**src/rtl/rise_pkg.sv**
```systemverilog
// Constants, register map and types of the radio interrupt and status block
package rise_pkg;

    // Register addresses on the serial port
    localparam logic [6:0] ADDR_STATUS_ONE = 7'h03;
    localparam logic [6:0] ADDR_STATUS_TWO = 7'h04;
    localparam logic [6:0] ADDR_IRQ_EN_ONE = 7'h05;
    localparam logic [6:0] ADDR_IRQ_EN_TWO = 7'h06;

    // Reset values of the enable registers, and the value read at unmapped addresses
    localparam logic [7:0] IRQ_EN_ONE_RESET = 8'h00;
    localparam logic [7:0] IRQ_EN_TWO_RESET = 8'h00;
    localparam logic [7:0] UNMAPPED_READ = 8'h00;

    // Group one bit positions (enable and status share them)
    localparam int BIT_FIFO_ERR = 7;
    localparam int BIT_TXF_AFULL = 6;
    localparam int BIT_TXF_AEMPTY = 5;
    localparam int BIT_RXF_AFULL = 4;
    localparam int BIT_EXT = 3;
    localparam int BIT_PKT_SENT = 2;
    localparam int BIT_PKT_VALID = 1;
    localparam int BIT_CRC_ERR = 0;

    // Group two bit positions
    localparam int BIT_SYNC_DET = 7;
    localparam int BIT_PRE_VALID = 6;
    localparam int BIT_PRE_INVALID = 5;
    localparam int BIT_RSSI = 4;
    localparam int BIT_WAKE_TIMER = 3;
    localparam int BIT_LOW_BATT = 2;
    localparam int BIT_CHIP_READY = 1;
    localparam int BIT_POWER_ON = 0;

    // Serial frame layout: R/W flag then seven address bits, MSB first
    localparam int SPI_RW_BIT = 7;
    localparam logic [3:0] SPI_LAST_ADDR_BIT = 4'h7;
    localparam logic [3:0] SPI_LAST_DATA_BIT = 4'hF;
    localparam logic [3:0] SPI_FIRST_DATA_BIT = 4'h8;

    // Timing
    localparam int CLOCK_MHZ = 50;
    localparam int XTAL_SETTLE_US = 600;
    localparam int XTAL_SETTLE_CYCLES = XTAL_SETTLE_US * CLOCK_MHZ;

    typedef enum logic [2:0] {
        SPI_IDLE = 3'b001,
        SPI_ADDR = 3'b010,
        SPI_DATA = 3'b100
    } rise_spi_state_t;

endpackage

```
**src/rtl/rise_spi_port.sv**
```systemverilog
// Serial register port: mode 0 slave, one address byte, burst data bytes
`timescale 1ns/1ps
`default_nettype none
module rise_spi_port (
    // Clock and reset
    input wire logic clock,
    input wire logic reset_n,
    // Pins from the host
    input wire logic sclk,
    input wire logic ssel_n,
    input wire logic sdi,
    output logic sdo,
    output logic sdo_oe,
    // Register side
    output logic wr_req,
    output logic rd_req,
    output logic [6:0] reg_addr,
    output logic [7:0] wr_data,
    input wire logic [7:0] rd_data
);
    logic [2:0] sclk_sync;
    logic [1:0] ssel_sync;
    logic [1:0] sdi_sync;
    rise_pkg::rise_spi_state_t state;
    logic [3:0] bit_cnt;
    logic [7:0] in_sh;
    logic [7:0] out_sh;
    logic is_write;

    // Host must keep sclk below one eighth of clock for the sync delay
    always_ff @(posedge clock or negedge reset_n) begin
        if (!reset_n) begin
            sclk_sync <= 3'h0;
            ssel_sync <= 2'h3;
            sdi_sync <= 2'h0;
        end else begin
            sclk_sync <= {sclk_sync[1:0], sclk};
            ssel_sync <= {ssel_sync[0], ssel_n};
            sdi_sync <= {sdi_sync[0], sdi};
        end
    end

    wire selected = !ssel_sync[1];
    wire sclk_rise = sclk_sync[1] && !sclk_sync[2];
    wire sclk_fall = !sclk_sync[1] && sclk_sync[2];
    wire [7:0] in_byte = {in_sh[6:0], sdi_sync[1]};
    wire byte_done = sclk_rise && (bit_cnt == rise_pkg::SPI_LAST_ADDR_BIT
        || bit_cnt == rise_pkg::SPI_LAST_DATA_BIT);
    wire [6:0] next_addr = reg_addr + 7'h01;

    always_ff @(posedge clock or negedge reset_n) begin
        if (!reset_n) begin
            state <= rise_pkg::SPI_IDLE;
            bit_cnt <= 4'h0;
            in_sh <= 8'h00;
            is_write <= 1'b0;
            reg_addr <= 7'h00;
            wr_data <= 8'h00;
            wr_req <= 1'b0;
            rd_req <= 1'b0;
        end else begin
            wr_req <= 1'b0;
            rd_req <= 1'b0;
            // Write pulses carry the address of the byte just ended,
            // so a write burst moves on only after the pulse
            if (wr_req) begin
                reg_addr <= next_addr;
            end
            if (!selected) begin
                state <= rise_pkg::SPI_IDLE;
                bit_cnt <= 4'h0;
            end else if (sclk_rise) begin
                in_sh <= in_byte;
                bit_cnt <= byte_done ? rise_pkg::SPI_FIRST_DATA_BIT
                                     : bit_cnt + 4'h1;
                unique case (state)
                    rise_pkg::SPI_IDLE, rise_pkg::SPI_ADDR: begin
                        state <= byte_done ? rise_pkg::SPI_DATA
                                           : rise_pkg::SPI_ADDR;
                        if (byte_done) begin
                            is_write <= in_byte[rise_pkg::SPI_RW_BIT];
                            reg_addr <= in_byte[6:0];
                            rd_req <= !in_byte[rise_pkg::SPI_RW_BIT];
                        end
                    end
                    rise_pkg::SPI_DATA: begin
                        if (byte_done) begin
                            if (!is_write) begin
                                reg_addr <= next_addr;
                            end
                            wr_req <= is_write;
                            wr_data <= in_byte;
                            rd_req <= !is_write;
                        end
                    end
                endcase
            end
        end
    end

    always_ff @(posedge clock or negedge reset_n) begin
        if (!reset_n) begin
            out_sh <= 8'h00;
            sdo <= 1'b0;
            sdo_oe <= 1'b0;
        end else begin
            sdo_oe <= selected && state == rise_pkg::SPI_DATA && !is_write;
            if (rd_req) begin
                out_sh <= rd_data;
            end else if (sclk_fall && state == rise_pkg::SPI_DATA) begin
                sdo <= out_sh[7];
                out_sh <= {out_sh[6:0], 1'b0};
            end
        end
    end

endmodule // rise_spi_port
`default_nettype wire

```
**src/rtl/rise_irq_status.sv**
```systemverilog
// Interrupt status groups, enable registers and interrupt pin
`timescale 1ns/1ps
`default_nettype none
module rise_irq_status #(
    parameter int SETTLE_CYCLES = rise_pkg::XTAL_SETTLE_CYCLES
) (
    // Clock and reset
    input wire logic clock,
    input wire logic reset_n,
    // Serial register port
    input wire logic sclk,
    input wire logic ssel_n,
    input wire logic sdi,
    output logic sdo,
    output logic sdo_oe,
    // Interrupt pin
    output logic irq_out_low,
    // Group one levels from the FIFO and packet engine
    input wire logic fifo_err,
    input wire logic txf_afull,
    input wire logic txf_aempty,
    input wire logic rxf_afull,
    input wire logic ext_irq,
    input wire logic pkt_sent,
    input wire logic pkt_valid,
    input wire logic crc_error,
    // Group two events from the receiver and supervisors
    input wire logic sync_found,
    input wire logic rx_packet_done,
    input wire logic preamble_found,
    input wire logic sync_timeout,
    input wire logic preamble_invalid,
    input wire logic rssi_above,
    input wire logic wake_timer_expired,
    input wire logic low_batt_event,
    input wire logic power_on_event,
    // Operating mode
    input wire logic xtal_on,
    input wire logic tx_on,
    input wire logic rx_on,
    input wire logic idle_state
);
    logic wr_req;
    logic rd_req;
    logic [6:0] reg_addr;
    logic [7:0] wr_data;
    logic [7:0] rd_data;
    logic [7:0] irq_enable_group_one;
    logic [7:0] irq_enable_group_two;
    logic [7:0] stat_one;
    logic [7:0] stat_two;
    logic [7:0] cond_one_prev;
    logic [7:0] cond_two_prev;
    logic sync_det_state;
    logic pre_valid_state;
    logic low_batt_hold;
    logic chip_ready;
    logic [$clog2(SETTLE_CYCLES+1)-1:0] settle_cnt;

    // Enabled bits latch rises and clear on read; set beats a same-cycle
    // clear so no event is lost. Unenabled bits mirror their source.
    function automatic logic [7:0] next_stat(input logic [7:0] stat,
        input logic [7:0] en, input logic [7:0] cond,
        input logic [7:0] prev, input logic rd);
        logic [7:0] rise;
        rise = cond & ~prev;
        return (en & ((stat & ~{8{rd}}) | rise)) | (~en & cond);
    endfunction

    rise_spi_port u_spi (
        .clock(clock),
        .reset_n(reset_n),
        .sclk(sclk),
        .ssel_n(ssel_n),
        .sdi(sdi),
        .sdo(sdo),
        .sdo_oe(sdo_oe),
        .wr_req(wr_req),
        .rd_req(rd_req),
        .reg_addr(reg_addr),
        .wr_data(wr_data),
        .rd_data(rd_data)
    );

    // Register decode
    wire rd_one = rd_req && reg_addr == rise_pkg::ADDR_STATUS_ONE;
    wire rd_two = rd_req && reg_addr == rise_pkg::ADDR_STATUS_TWO;
    wire wr_en_one = wr_req && reg_addr == rise_pkg::ADDR_IRQ_EN_ONE;
    wire wr_en_two = wr_req && reg_addr == rise_pkg::ADDR_IRQ_EN_TWO;

    // The pin looks at the next enables, so unmasking a held flag pulls
    // it low on the same edge that the enable lands
    wire [7:0] next_en_one = wr_en_one ? wr_data : irq_enable_group_one;
    wire [7:0] next_en_two = wr_en_two ? wr_data : irq_enable_group_two;

    assign rd_data =
        (reg_addr == rise_pkg::ADDR_STATUS_ONE) ? stat_one :
        (reg_addr == rise_pkg::ADDR_STATUS_TWO) ? stat_two :
        (reg_addr == rise_pkg::ADDR_IRQ_EN_ONE) ? irq_enable_group_one :
        (reg_addr == rise_pkg::ADDR_IRQ_EN_TWO) ? irq_enable_group_two :
        rise_pkg::UNMAPPED_READ;

    always_ff @(posedge clock or negedge reset_n) begin
        if (!reset_n) begin
            irq_enable_group_one <= rise_pkg::IRQ_EN_ONE_RESET;
            irq_enable_group_two <= rise_pkg::IRQ_EN_TWO_RESET;
        end else begin
            if (wr_en_one) begin
                irq_enable_group_one <= wr_data;
            end
            if (wr_en_two) begin
                irq_enable_group_two <= wr_data;
            end
        end
    end

    // Group one sources, positioned by enable bit
    wire [7:0] cond_one = {fifo_err, txf_afull, txf_aempty, rxf_afull,
        ext_irq, pkt_sent, pkt_valid, crc_error};

    // Sync and preamble trackers; a set in the same cycle as a clear wins
    wire next_sync_det = sync_found || (sync_det_state && !rx_packet_done);
    wire next_pre_valid = preamble_found
        || (pre_valid_state && !(sync_found || sync_timeout));

    // Low battery is held until a read clears it while enabled
    wire lbd_read_clear =
        rd_two && irq_enable_group_two[rise_pkg::BIT_LOW_BATT];
    wire next_low_batt = low_batt_event
        || (low_batt_hold && !lbd_read_clear);

    always_ff @(posedge clock or negedge reset_n) begin
        if (!reset_n) begin
            sync_det_state <= 1'b0;
            pre_valid_state <= 1'b0;
            low_batt_hold <= 1'b0;
        end else begin
            sync_det_state <= next_sync_det;
            pre_valid_state <= next_pre_valid;
            low_batt_hold <= next_low_batt;
        end
    end

    // Module ready: settle counter restarts whenever nothing is enabled
    wire osc_wanted = (xtal_on || tx_on || rx_on) && !idle_state;
    wire settle_done = settle_cnt == ($bits(settle_cnt))'(SETTLE_CYCLES);

    always_ff @(posedge clock or negedge reset_n) begin
        if (!reset_n) begin
            settle_cnt <= '0;
            chip_ready <= 1'b0;
        end else if (!osc_wanted) begin
            settle_cnt <= '0;
            chip_ready <= 1'b0;
        end else if (!settle_done) begin
            settle_cnt <= settle_cnt + 1'b1;
        end else begin
            chip_ready <= 1'b1;
        end
    end

    // Invalid preamble, wake timer and power-on are single-cycle events,
    // so their plain status clears itself
    wire [7:0] cond_two = {sync_det_state, pre_valid_state,
        preamble_invalid, rssi_above, wake_timer_expired,
        low_batt_hold, chip_ready, power_on_event};

    wire [7:0] next_stat_one = next_stat(stat_one, irq_enable_group_one,
        cond_one, cond_one_prev, rd_one);
    wire [7:0] next_stat_two = next_stat(stat_two, irq_enable_group_two,
        cond_two, cond_two_prev, rd_two);

    wire [7:0] pend_one = next_stat_one & next_en_one;
    wire [7:0] pend_two = next_stat_two & next_en_two;
    wire next_irq_out_low = !(|pend_one || |pend_two);

    always_ff @(posedge clock or negedge reset_n) begin
        if (!reset_n) begin
            stat_one <= 8'h00;
            stat_two <= 8'h00;
            cond_one_prev <= 8'h00;
            cond_two_prev <= 8'h00;
            irq_out_low <= 1'b1;
        end else begin
            stat_one <= next_stat_one;
            stat_two <= next_stat_two;
            cond_one_prev <= cond_one;
            cond_two_prev <= cond_two;
            irq_out_low <= next_irq_out_low;
        end
    end

    wire [7:0] en_two = irq_enable_group_two;
    wire pending = |(stat_one & irq_enable_group_one)
        || |(stat_two & irq_enable_group_two);
endmodule // rise_irq_status
`default_nettype wire

```
**config.mk**
```make
export PLATFORM = sky130hd
export DESIGN_NAME = rise_irq_status
export DESIGN_NICKNAME = d
export VERILOG_FILES = /design/src/rtl/rise_pkg.sv /design/src/rtl/rise_spi_port.sv /design/src/rtl/rise_irq_status.sv
export SDC_FILE = /design/constraint.sdc
export NUM_CORES = 1
export LEC_CHECK = 0
export BUFFER_PORTS_ARGS = -buffer_cell sky130_fd_sc_hd__buf_2
export CORE_MARGIN = 5
export CORE_UTILIZATION = 55
export CTS_CLUSTER_DIAMETER = 40
export CTS_CLUSTER_SIZE = 16
export DETAILED_ROUTE_END_ITERATION = 10
export PLACE_DENSITY_LB_ADDON = 0.1
export SYNTH_ARGS = -nofsm -noshare
export SYNTH_HDL_FRONTEND = slang
export SYNTH_HIERARCHICAL = 1
export SYNTH_SLANG_ARGS = --single-unit
```
**constraint.sdc**
```tcl
create_clock -name clock -period 5.2 [get_ports clock]
set_input_delay 0.52 -clock clock [delete_from_list [all_inputs] [get_ports clock]]
set_output_delay 0.52 -clock clock [all_outputs]
set_load 0.05 [all_outputs]
```
# Yosys cells after proc, flatten, opt, wreduce, memory -nomap -nowiden
# Index checks and enable logic that the tools add are counted.
totals:
  register_bits: 117
  inputBits: 26
  wordCells: 142
classes:
  addsub: 3
  eq_ne: 12
  muxes: 35
  bitwise: 22
  n_reduce_logical: 44
ops:
  columns: ["op", "n"]
  rows:
  - ["8-bit bitwise AND", 10]
  - ["8-bit two-way mux", 8]
  - ["8-bit NOT", 6]
  - ["7-bit two-way mux", 6]
  - ["8-bit OR", 4]
  - ["15-bit two-way mux", 2]
  - ["7-bit by 3-bit == test with 1-bit output, second input constant", 3]
  - ["8-bit OR reduction", 2]
  - ["15-bit by 1-bit adder with 15-bit output, second input constant", 1]
  - ["15-bit == test, second input constant", 1]
  - ["1-bit logical AND", 15]
  - ["7-bit one-hot mux with 2 select lines", 1]
  - ["3-bit two-way mux", 4]
  - ["4-bit two-way mux", 3]
  - ["1-bit logical NOT", 10]
  - ["1-bit two-way mux", 10]
  - ["1-bit logical OR", 8]
  - ["4-bit AND reduction", 2]
  - ["7-bit by 1-bit adder with 7-bit output, second input constant", 1]
  - ["7-bit by 2-bit == test with 1-bit output, second input constant", 1]
  - ["2-bit AND reduction", 3]
  - ["2-bit nonzero test", 3]
  - ["4-bit by 1-bit adder with 4-bit output, second input constant", 1]
  - ["4-bit by 3-bit == test with 1-bit output, second input constant", 1]
  - ["other kinds (9)", 10]

# Logic depth before layout (Yosys ltp)
logic_depth:
  ltp_word: 11
  ltp_mapped: 8

# Cells and area by module
# Netlist, hierarchy kept.
by_module_without_submodules:
  columns: ["module", "n_inst", "cells_each", "area_each_um2", "seq_area_each_um2"]
  rows:
  - ["rise_irq_status", 1, 310, 3263.1, 1702.9]
  - ["rise_spi_port", 1, 216, 2270.9, 1204.9]

# Worst setup path before layout
# OpenSTA, ideal clock, no wires.
synth_timing:
  path_kind: "register to register"
  start: "register u_spi.reg_addr[5]"
  end: "register irq_out_low"
  t_arrival_ps: 2022
  slack_ps: 3088
  path_stages_with_launch: 7
  path_cell_list: "dfrtp_1 > nor4_2 > and2_1 > buf_6 > mux2_4 > a2111oi_4 > nor4b_2"
synth_between:
  word_cells_on_any_way: 26
  classes_between: "eq/ne: 4; mux: 2; bitwise: 12; reduce/logical: 8"
synth_lines:
  columns: ["element", "line_no", "rtl"]
  rows:
  - ["from (decl)", "rise_spi_port.sv:17", "output logic [6:0] reg_addr,"]
  - ["from (signal assigned)", "rise_spi_port.sv:67", "reg_addr <= next_addr;"]
  - ["from (signal assigned)", "rise_spi_port.sv:82", "reg_addr <= in_byte[6:0];"]
  - ["from (signal assigned)", "rise_spi_port.sv:89", "reg_addr <= next_addr;"]
  - ["7-bit by 3-bit == test with 1-bit output", "rise_irq_status.sv:89", "wire wr_en_two = wr_req && reg_addr == rise_pkg::ADDR_IRQ_EN_TWO;"]
  - ["1-bit logical AND", "rise_irq_status.sv:89", null]
  - ["8-bit two-way mux", null, null]
  - ["net next_en_two[4]", "rise_irq_status.sv:94", "wire [7:0] next_en_two = wr_en_two ? wr_data : irq_enable_group_two;"]
  - ["8-bit bitwise AND", "rise_irq_status.sv:174", "wire [7:0] pend_two = next_stat_two & next_en_two;"]
  - ["8-bit OR reduction", "rise_irq_status.sv:175", "wire next_irq_out_low = !(|pend_one || |pend_two);"]
  - ["1-bit logical OR", "rise_irq_status.sv:175", null]
  - ["1-bit logical NOT", "rise_irq_status.sv:175", null]
  - ["net next_irq_out_low", "rise_irq_status.sv:175", null]
  - ["to (signal assigned)", "rise_irq_status.sv:189", "irq_out_low <= next_irq_out_low;"]
  - ["to (decl)", "rise_irq_status.sv:17", "output logic irq_out_low,"]
# The timed path passes the listed nets, and every way through them passes these cells.
# A chain may end at the register's enable or synchronous reset.

# Worst setup path in the final report
layout_timing:
  start: "register u_spi.reg_addr[5]"
  end: "register u_spi.out_sh[2]"
layout_between:
  elab_chain_len: 6
  word_cells_on_any_way: 9
  classes_between: "eq/ne: 4; mux: 5"
layout_lines:
  columns: ["element", "line_no", "rtl"]
  rows:
  - ["7-bit by 3-bit == test with 1-bit output", "rise_irq_status.sv:100", "(reg_addr == rise_pkg::ADDR_IRQ_EN_TWO) ? irq_enable_group_two :"]
  - ["8-bit two-way mux", "rise_irq_status.sv:100", null]
  - ["8-bit two-way mux", "rise_irq_status.sv:99", "(reg_addr == rise_pkg::ADDR_IRQ_EN_ONE) ? irq_enable_group_one :"]
  - ["8-bit two-way mux", "rise_irq_status.sv:98", "(reg_addr == rise_pkg::ADDR_STATUS_TWO) ? stat_two :"]
  - ["8-bit two-way mux (*)", "rise_irq_status.sv:97", "(reg_addr == rise_pkg::ADDR_STATUS_ONE) ? stat_one :"]
  - ["net rd_data[2]", "rise_irq_status.sv:47", "logic [7:0] rd_data;"]
  - ["8-bit two-way mux (*)", "rise_spi_port.sv:108", "if (rd_req) begin"]
  - ["to (signal assigned)", "rise_spi_port.sv:109", "out_sh <= rd_data;"]
  - ["to (signal assigned)", "rise_spi_port.sv:112", "out_sh <= {out_sh[6:0], 1'b0};"]
  - ["to (decl)", "rise_spi_port.sv:27", "logic [7:0] out_sh;"]
# Mark *: on every way through the listed nets, which the timed path passes. The rest lies on a longest branch.

==> impl_results.md <==
* Outcome: finished, final reports clean
* Post-CTS Setup Inserts at 0
* PD cells at 362.5 mW/mm^2
* Synth top cells by count: 112 x dfrtp_1, 68 x nand2_1, 34 x nor2_1
* Io pins at 29
* Row cnt at 36
* CP Class: reg -> reg
* Most common cell in the synthesized netlist: dfrtp_1
* Largest register FFs at 15
* Mux contribution to synthesized area at 0.04838
* Synth warnings at 6
* Nets@finish at 580
* Setup TNS at 0 ns
* Yosys reg bits at 116
* Worst Path Max Fanout at 27
* Die Wd at 110.3 um
* Clk root buf: clkbuf_8
* Avg Synthesized Cell Area at 10.52 sq um
* Clock Skew at 0.01580 ns
* GPL Wtd Cong at 0.9268
* Final worst-path cycle share at 0.5307
* Initial antenna violation count at 0
* Total Wirelength at 12,490 um
* Post-route cell area at 0.006382 sq mm
* Reg with most FFs: settle_cnt
* Synth top area cells: dfrtp_1 51%, nand2_1 4.6%, a21boi_0 3.4%
* Antenna Nets Post-Route at 0
* Worst Max-Slew Pin Slew at 1.123 ns
* Final hold violation count at 0
* Post-DP HPWL at 8346 um
* CTS tree: done
* Post-synth top flop: dfrtp_1
* Post-Synth Adder-Cell Area at 0.009044
* Post-synth top area share at 0.5064
* Cell variety after synth at 65
* Vias in the first global route at 4,119
* Vias per cell at 5.930
* Initial Util at 0.5662
* Clk slew on worst S/H paths at 0.06 ns
* Fmax at 362.4 MHz
* Clk buf depth at 2
* DR vias at 4,127
* Post-Syn Area at 0.005534 sq mm
* Largest net degree at the start of global routing at 61
* H-tree depth at 4
* Grt total ovfl at 0
* Critical Path AT at 3.19 ns
* # port buffers at 28
* Simple logic cell fraction of the synthesized area at 0.2014
* Largest family of logic cells by synthesized area: simple AND/OR/NAND/NOR gates
* Synth area leader: dfrtp_1
* Layout cell share with drive strength beyond 1 at 0.2131
* Register area share after synthesis at 0.5254
* Nature of the critical path endpoint: flip-flop
* GRT Total Usage at 0.2240
* Crit start category: flip-flop
* Slew margin rel. at 0.2483
* Die height at 110.3 um
* Worst vdd ir at 305.8 uV
* Synth Net Count at 556
* Antenna diodes at 0
* Resized Gates After CTS at 0
* Hold WC Path Type: in -> async
* Total CTS buffers at 17
* Setup violations, final at 0
* Post-Place Cell Area at 0.005736 sq mm
* Max-cap violation count at 0
* Leak Pwr at 2.990 nW
* Cts hold-fix bufs at 0
* Placeable Area at 0.009774 sq mm
* Number of flops mapped to enable cells by yosys at 0
* RSZ-0062 raised after global routing: false
* XOR/XNOR Fraction of Synth Area at 0.02532
* Syn Inst Count at 526
* Worst-Skew Late Latency at 0.52 ns
* DR iter-0 viols at 271
* Final min period at 2.759 ns
* Area added between synthesis and finish at 15.33%
* Max Slew Vio Count at 0
* Pre-antenna DRT Iters at 5
* Die Area at 0.01217 sq mm
* # DRC at 0
* Critical Path RT at 5.63 ns
* WL per Instance at 17.94 um
* Clock sink count at 116
* First-pass GRT wire length at 20,810 um
* Share of synthesized registers carrying an async set or reset at 1.000
* Compound-gate portion of the synthesized area at 0.1574
==> area by class of cell <==
type / count / area (sq um)
multi-input combinational: 370 / 2444
inverter: 14 / 52.55
fill: 755 / 3392
clock inverter: 13 / 205.2
clock buffer: 19 / 441.7
sequential: 116 / 2908
timing repair buffer: 31 / 165.2
tap: 133 / 166.4
==> critical path, stage by stage (launching register included) <==
cell	delay, ns
dfrtp_1	0.51
nor4b_4	1.03
and2_0	0.56
a222oi_1	0.17
a21oi_1	0.22
nand2_1	0.08
o21ai_0	0.10
==> routing by layer <==
metal | share of wire | up-vias | wire [um] | GRT usage
li1 | - | 1943 | - | -
met1 | 0.44 | 2034 | 5503 | 0.2893
met2 | 0.48 | 135 | 6029 | 0.3631
met3 | 0.057 | 15 | 713 | 0.06115
met4 | 0.019 | 0 | 240 | 0.08179
met5 | 0 | - | 0 | 0
==> path summary, 6_finish.rpt <==
kind	start	end	slack [ns]	cells after the start
hold / removal	reset_n	irq_enable_group_one[0]	0.07	1
max in group asynchronous	reset_n	u_spi/sclk_sync[2]	3.93	2
min in group clock	ssel_n	u_spi/ssel_sync[0]	0.11	1
setup reg to reg	u_spi/reg_addr[5]	u_spi/out_sh[2]	2.44	6
setup / recovery	u_spi/reg_addr[5]	u_spi/out_sh[2]	2.44	6
hold reg to reg	u_spi/sclk_sync[0]	u_spi/sclk_sync[1]	0.35	0
==> cells by family (layout without fill, tap and decap cells) <==
| kind of cell | after synthesis | after routing |
|---|---|---|
| buf+inv | 40 | 77 |
| fa+ha+maj | 4 | 4 |
| mux | 22 | 22 |
| simple gates | 206 | 206 |
| flops | 116 | 116 |
| compound gates | 122 | 122 |
| xor+xnor | 16 | 16 |
==> power by group <==
part	internal [mW]	switching (mW)	leakage, nW
logic	0.0332	0.0457	1.21
clock network	0.849	0.409	0.298
registers	0.938	0.0397	1.48
==> layout by cell type, fill, tap and decap left out, types with 6 or more instances in the layout <==
master      instances
a21boi_0           25
a21oi_1            25
a222oi_1            8
a31oi_1             6
and3_1             13
buf_2              27
clkbuf_16          16
clkinvlp_4          6
dfrtp_1           112
inv_1              14
mux2_4              9
mux2i_1            11
nand2_1            68
nand3_1            11
nand4_1             6
nor2_1             34
nor3_1              9
o21ai_0            13
o22ai_1            12
or2_2              26
xnor2_1             6
xor2_1             10
==> metrics by stage <==
| step | worst slack [ns] | utilization | std cells | hold WS, ns | power [mW] |
|---|---|---|---|---|---|
| finish | 2.441 | 0.6530 | 696 | 0.06622 | 2.314 |
| global route | 2.189 | 0.6530 | 696 | 0.08369 | 2.392 |
| CTS | 2.497 | 0.6530 | 696 | 0.08751 | 2.332 |
| detailed placement | 2.531 | 0.5868 | 664 | 0.3389 | 1.073 |
| global placement | 2.625 | 0.5868 | 664 | 0.3335 | 1.070 |
| floorplan | 3.088 | - | 526 | 0.2244 | 1.022 |
Note: power is estimated with default switching activity, not from simulation.
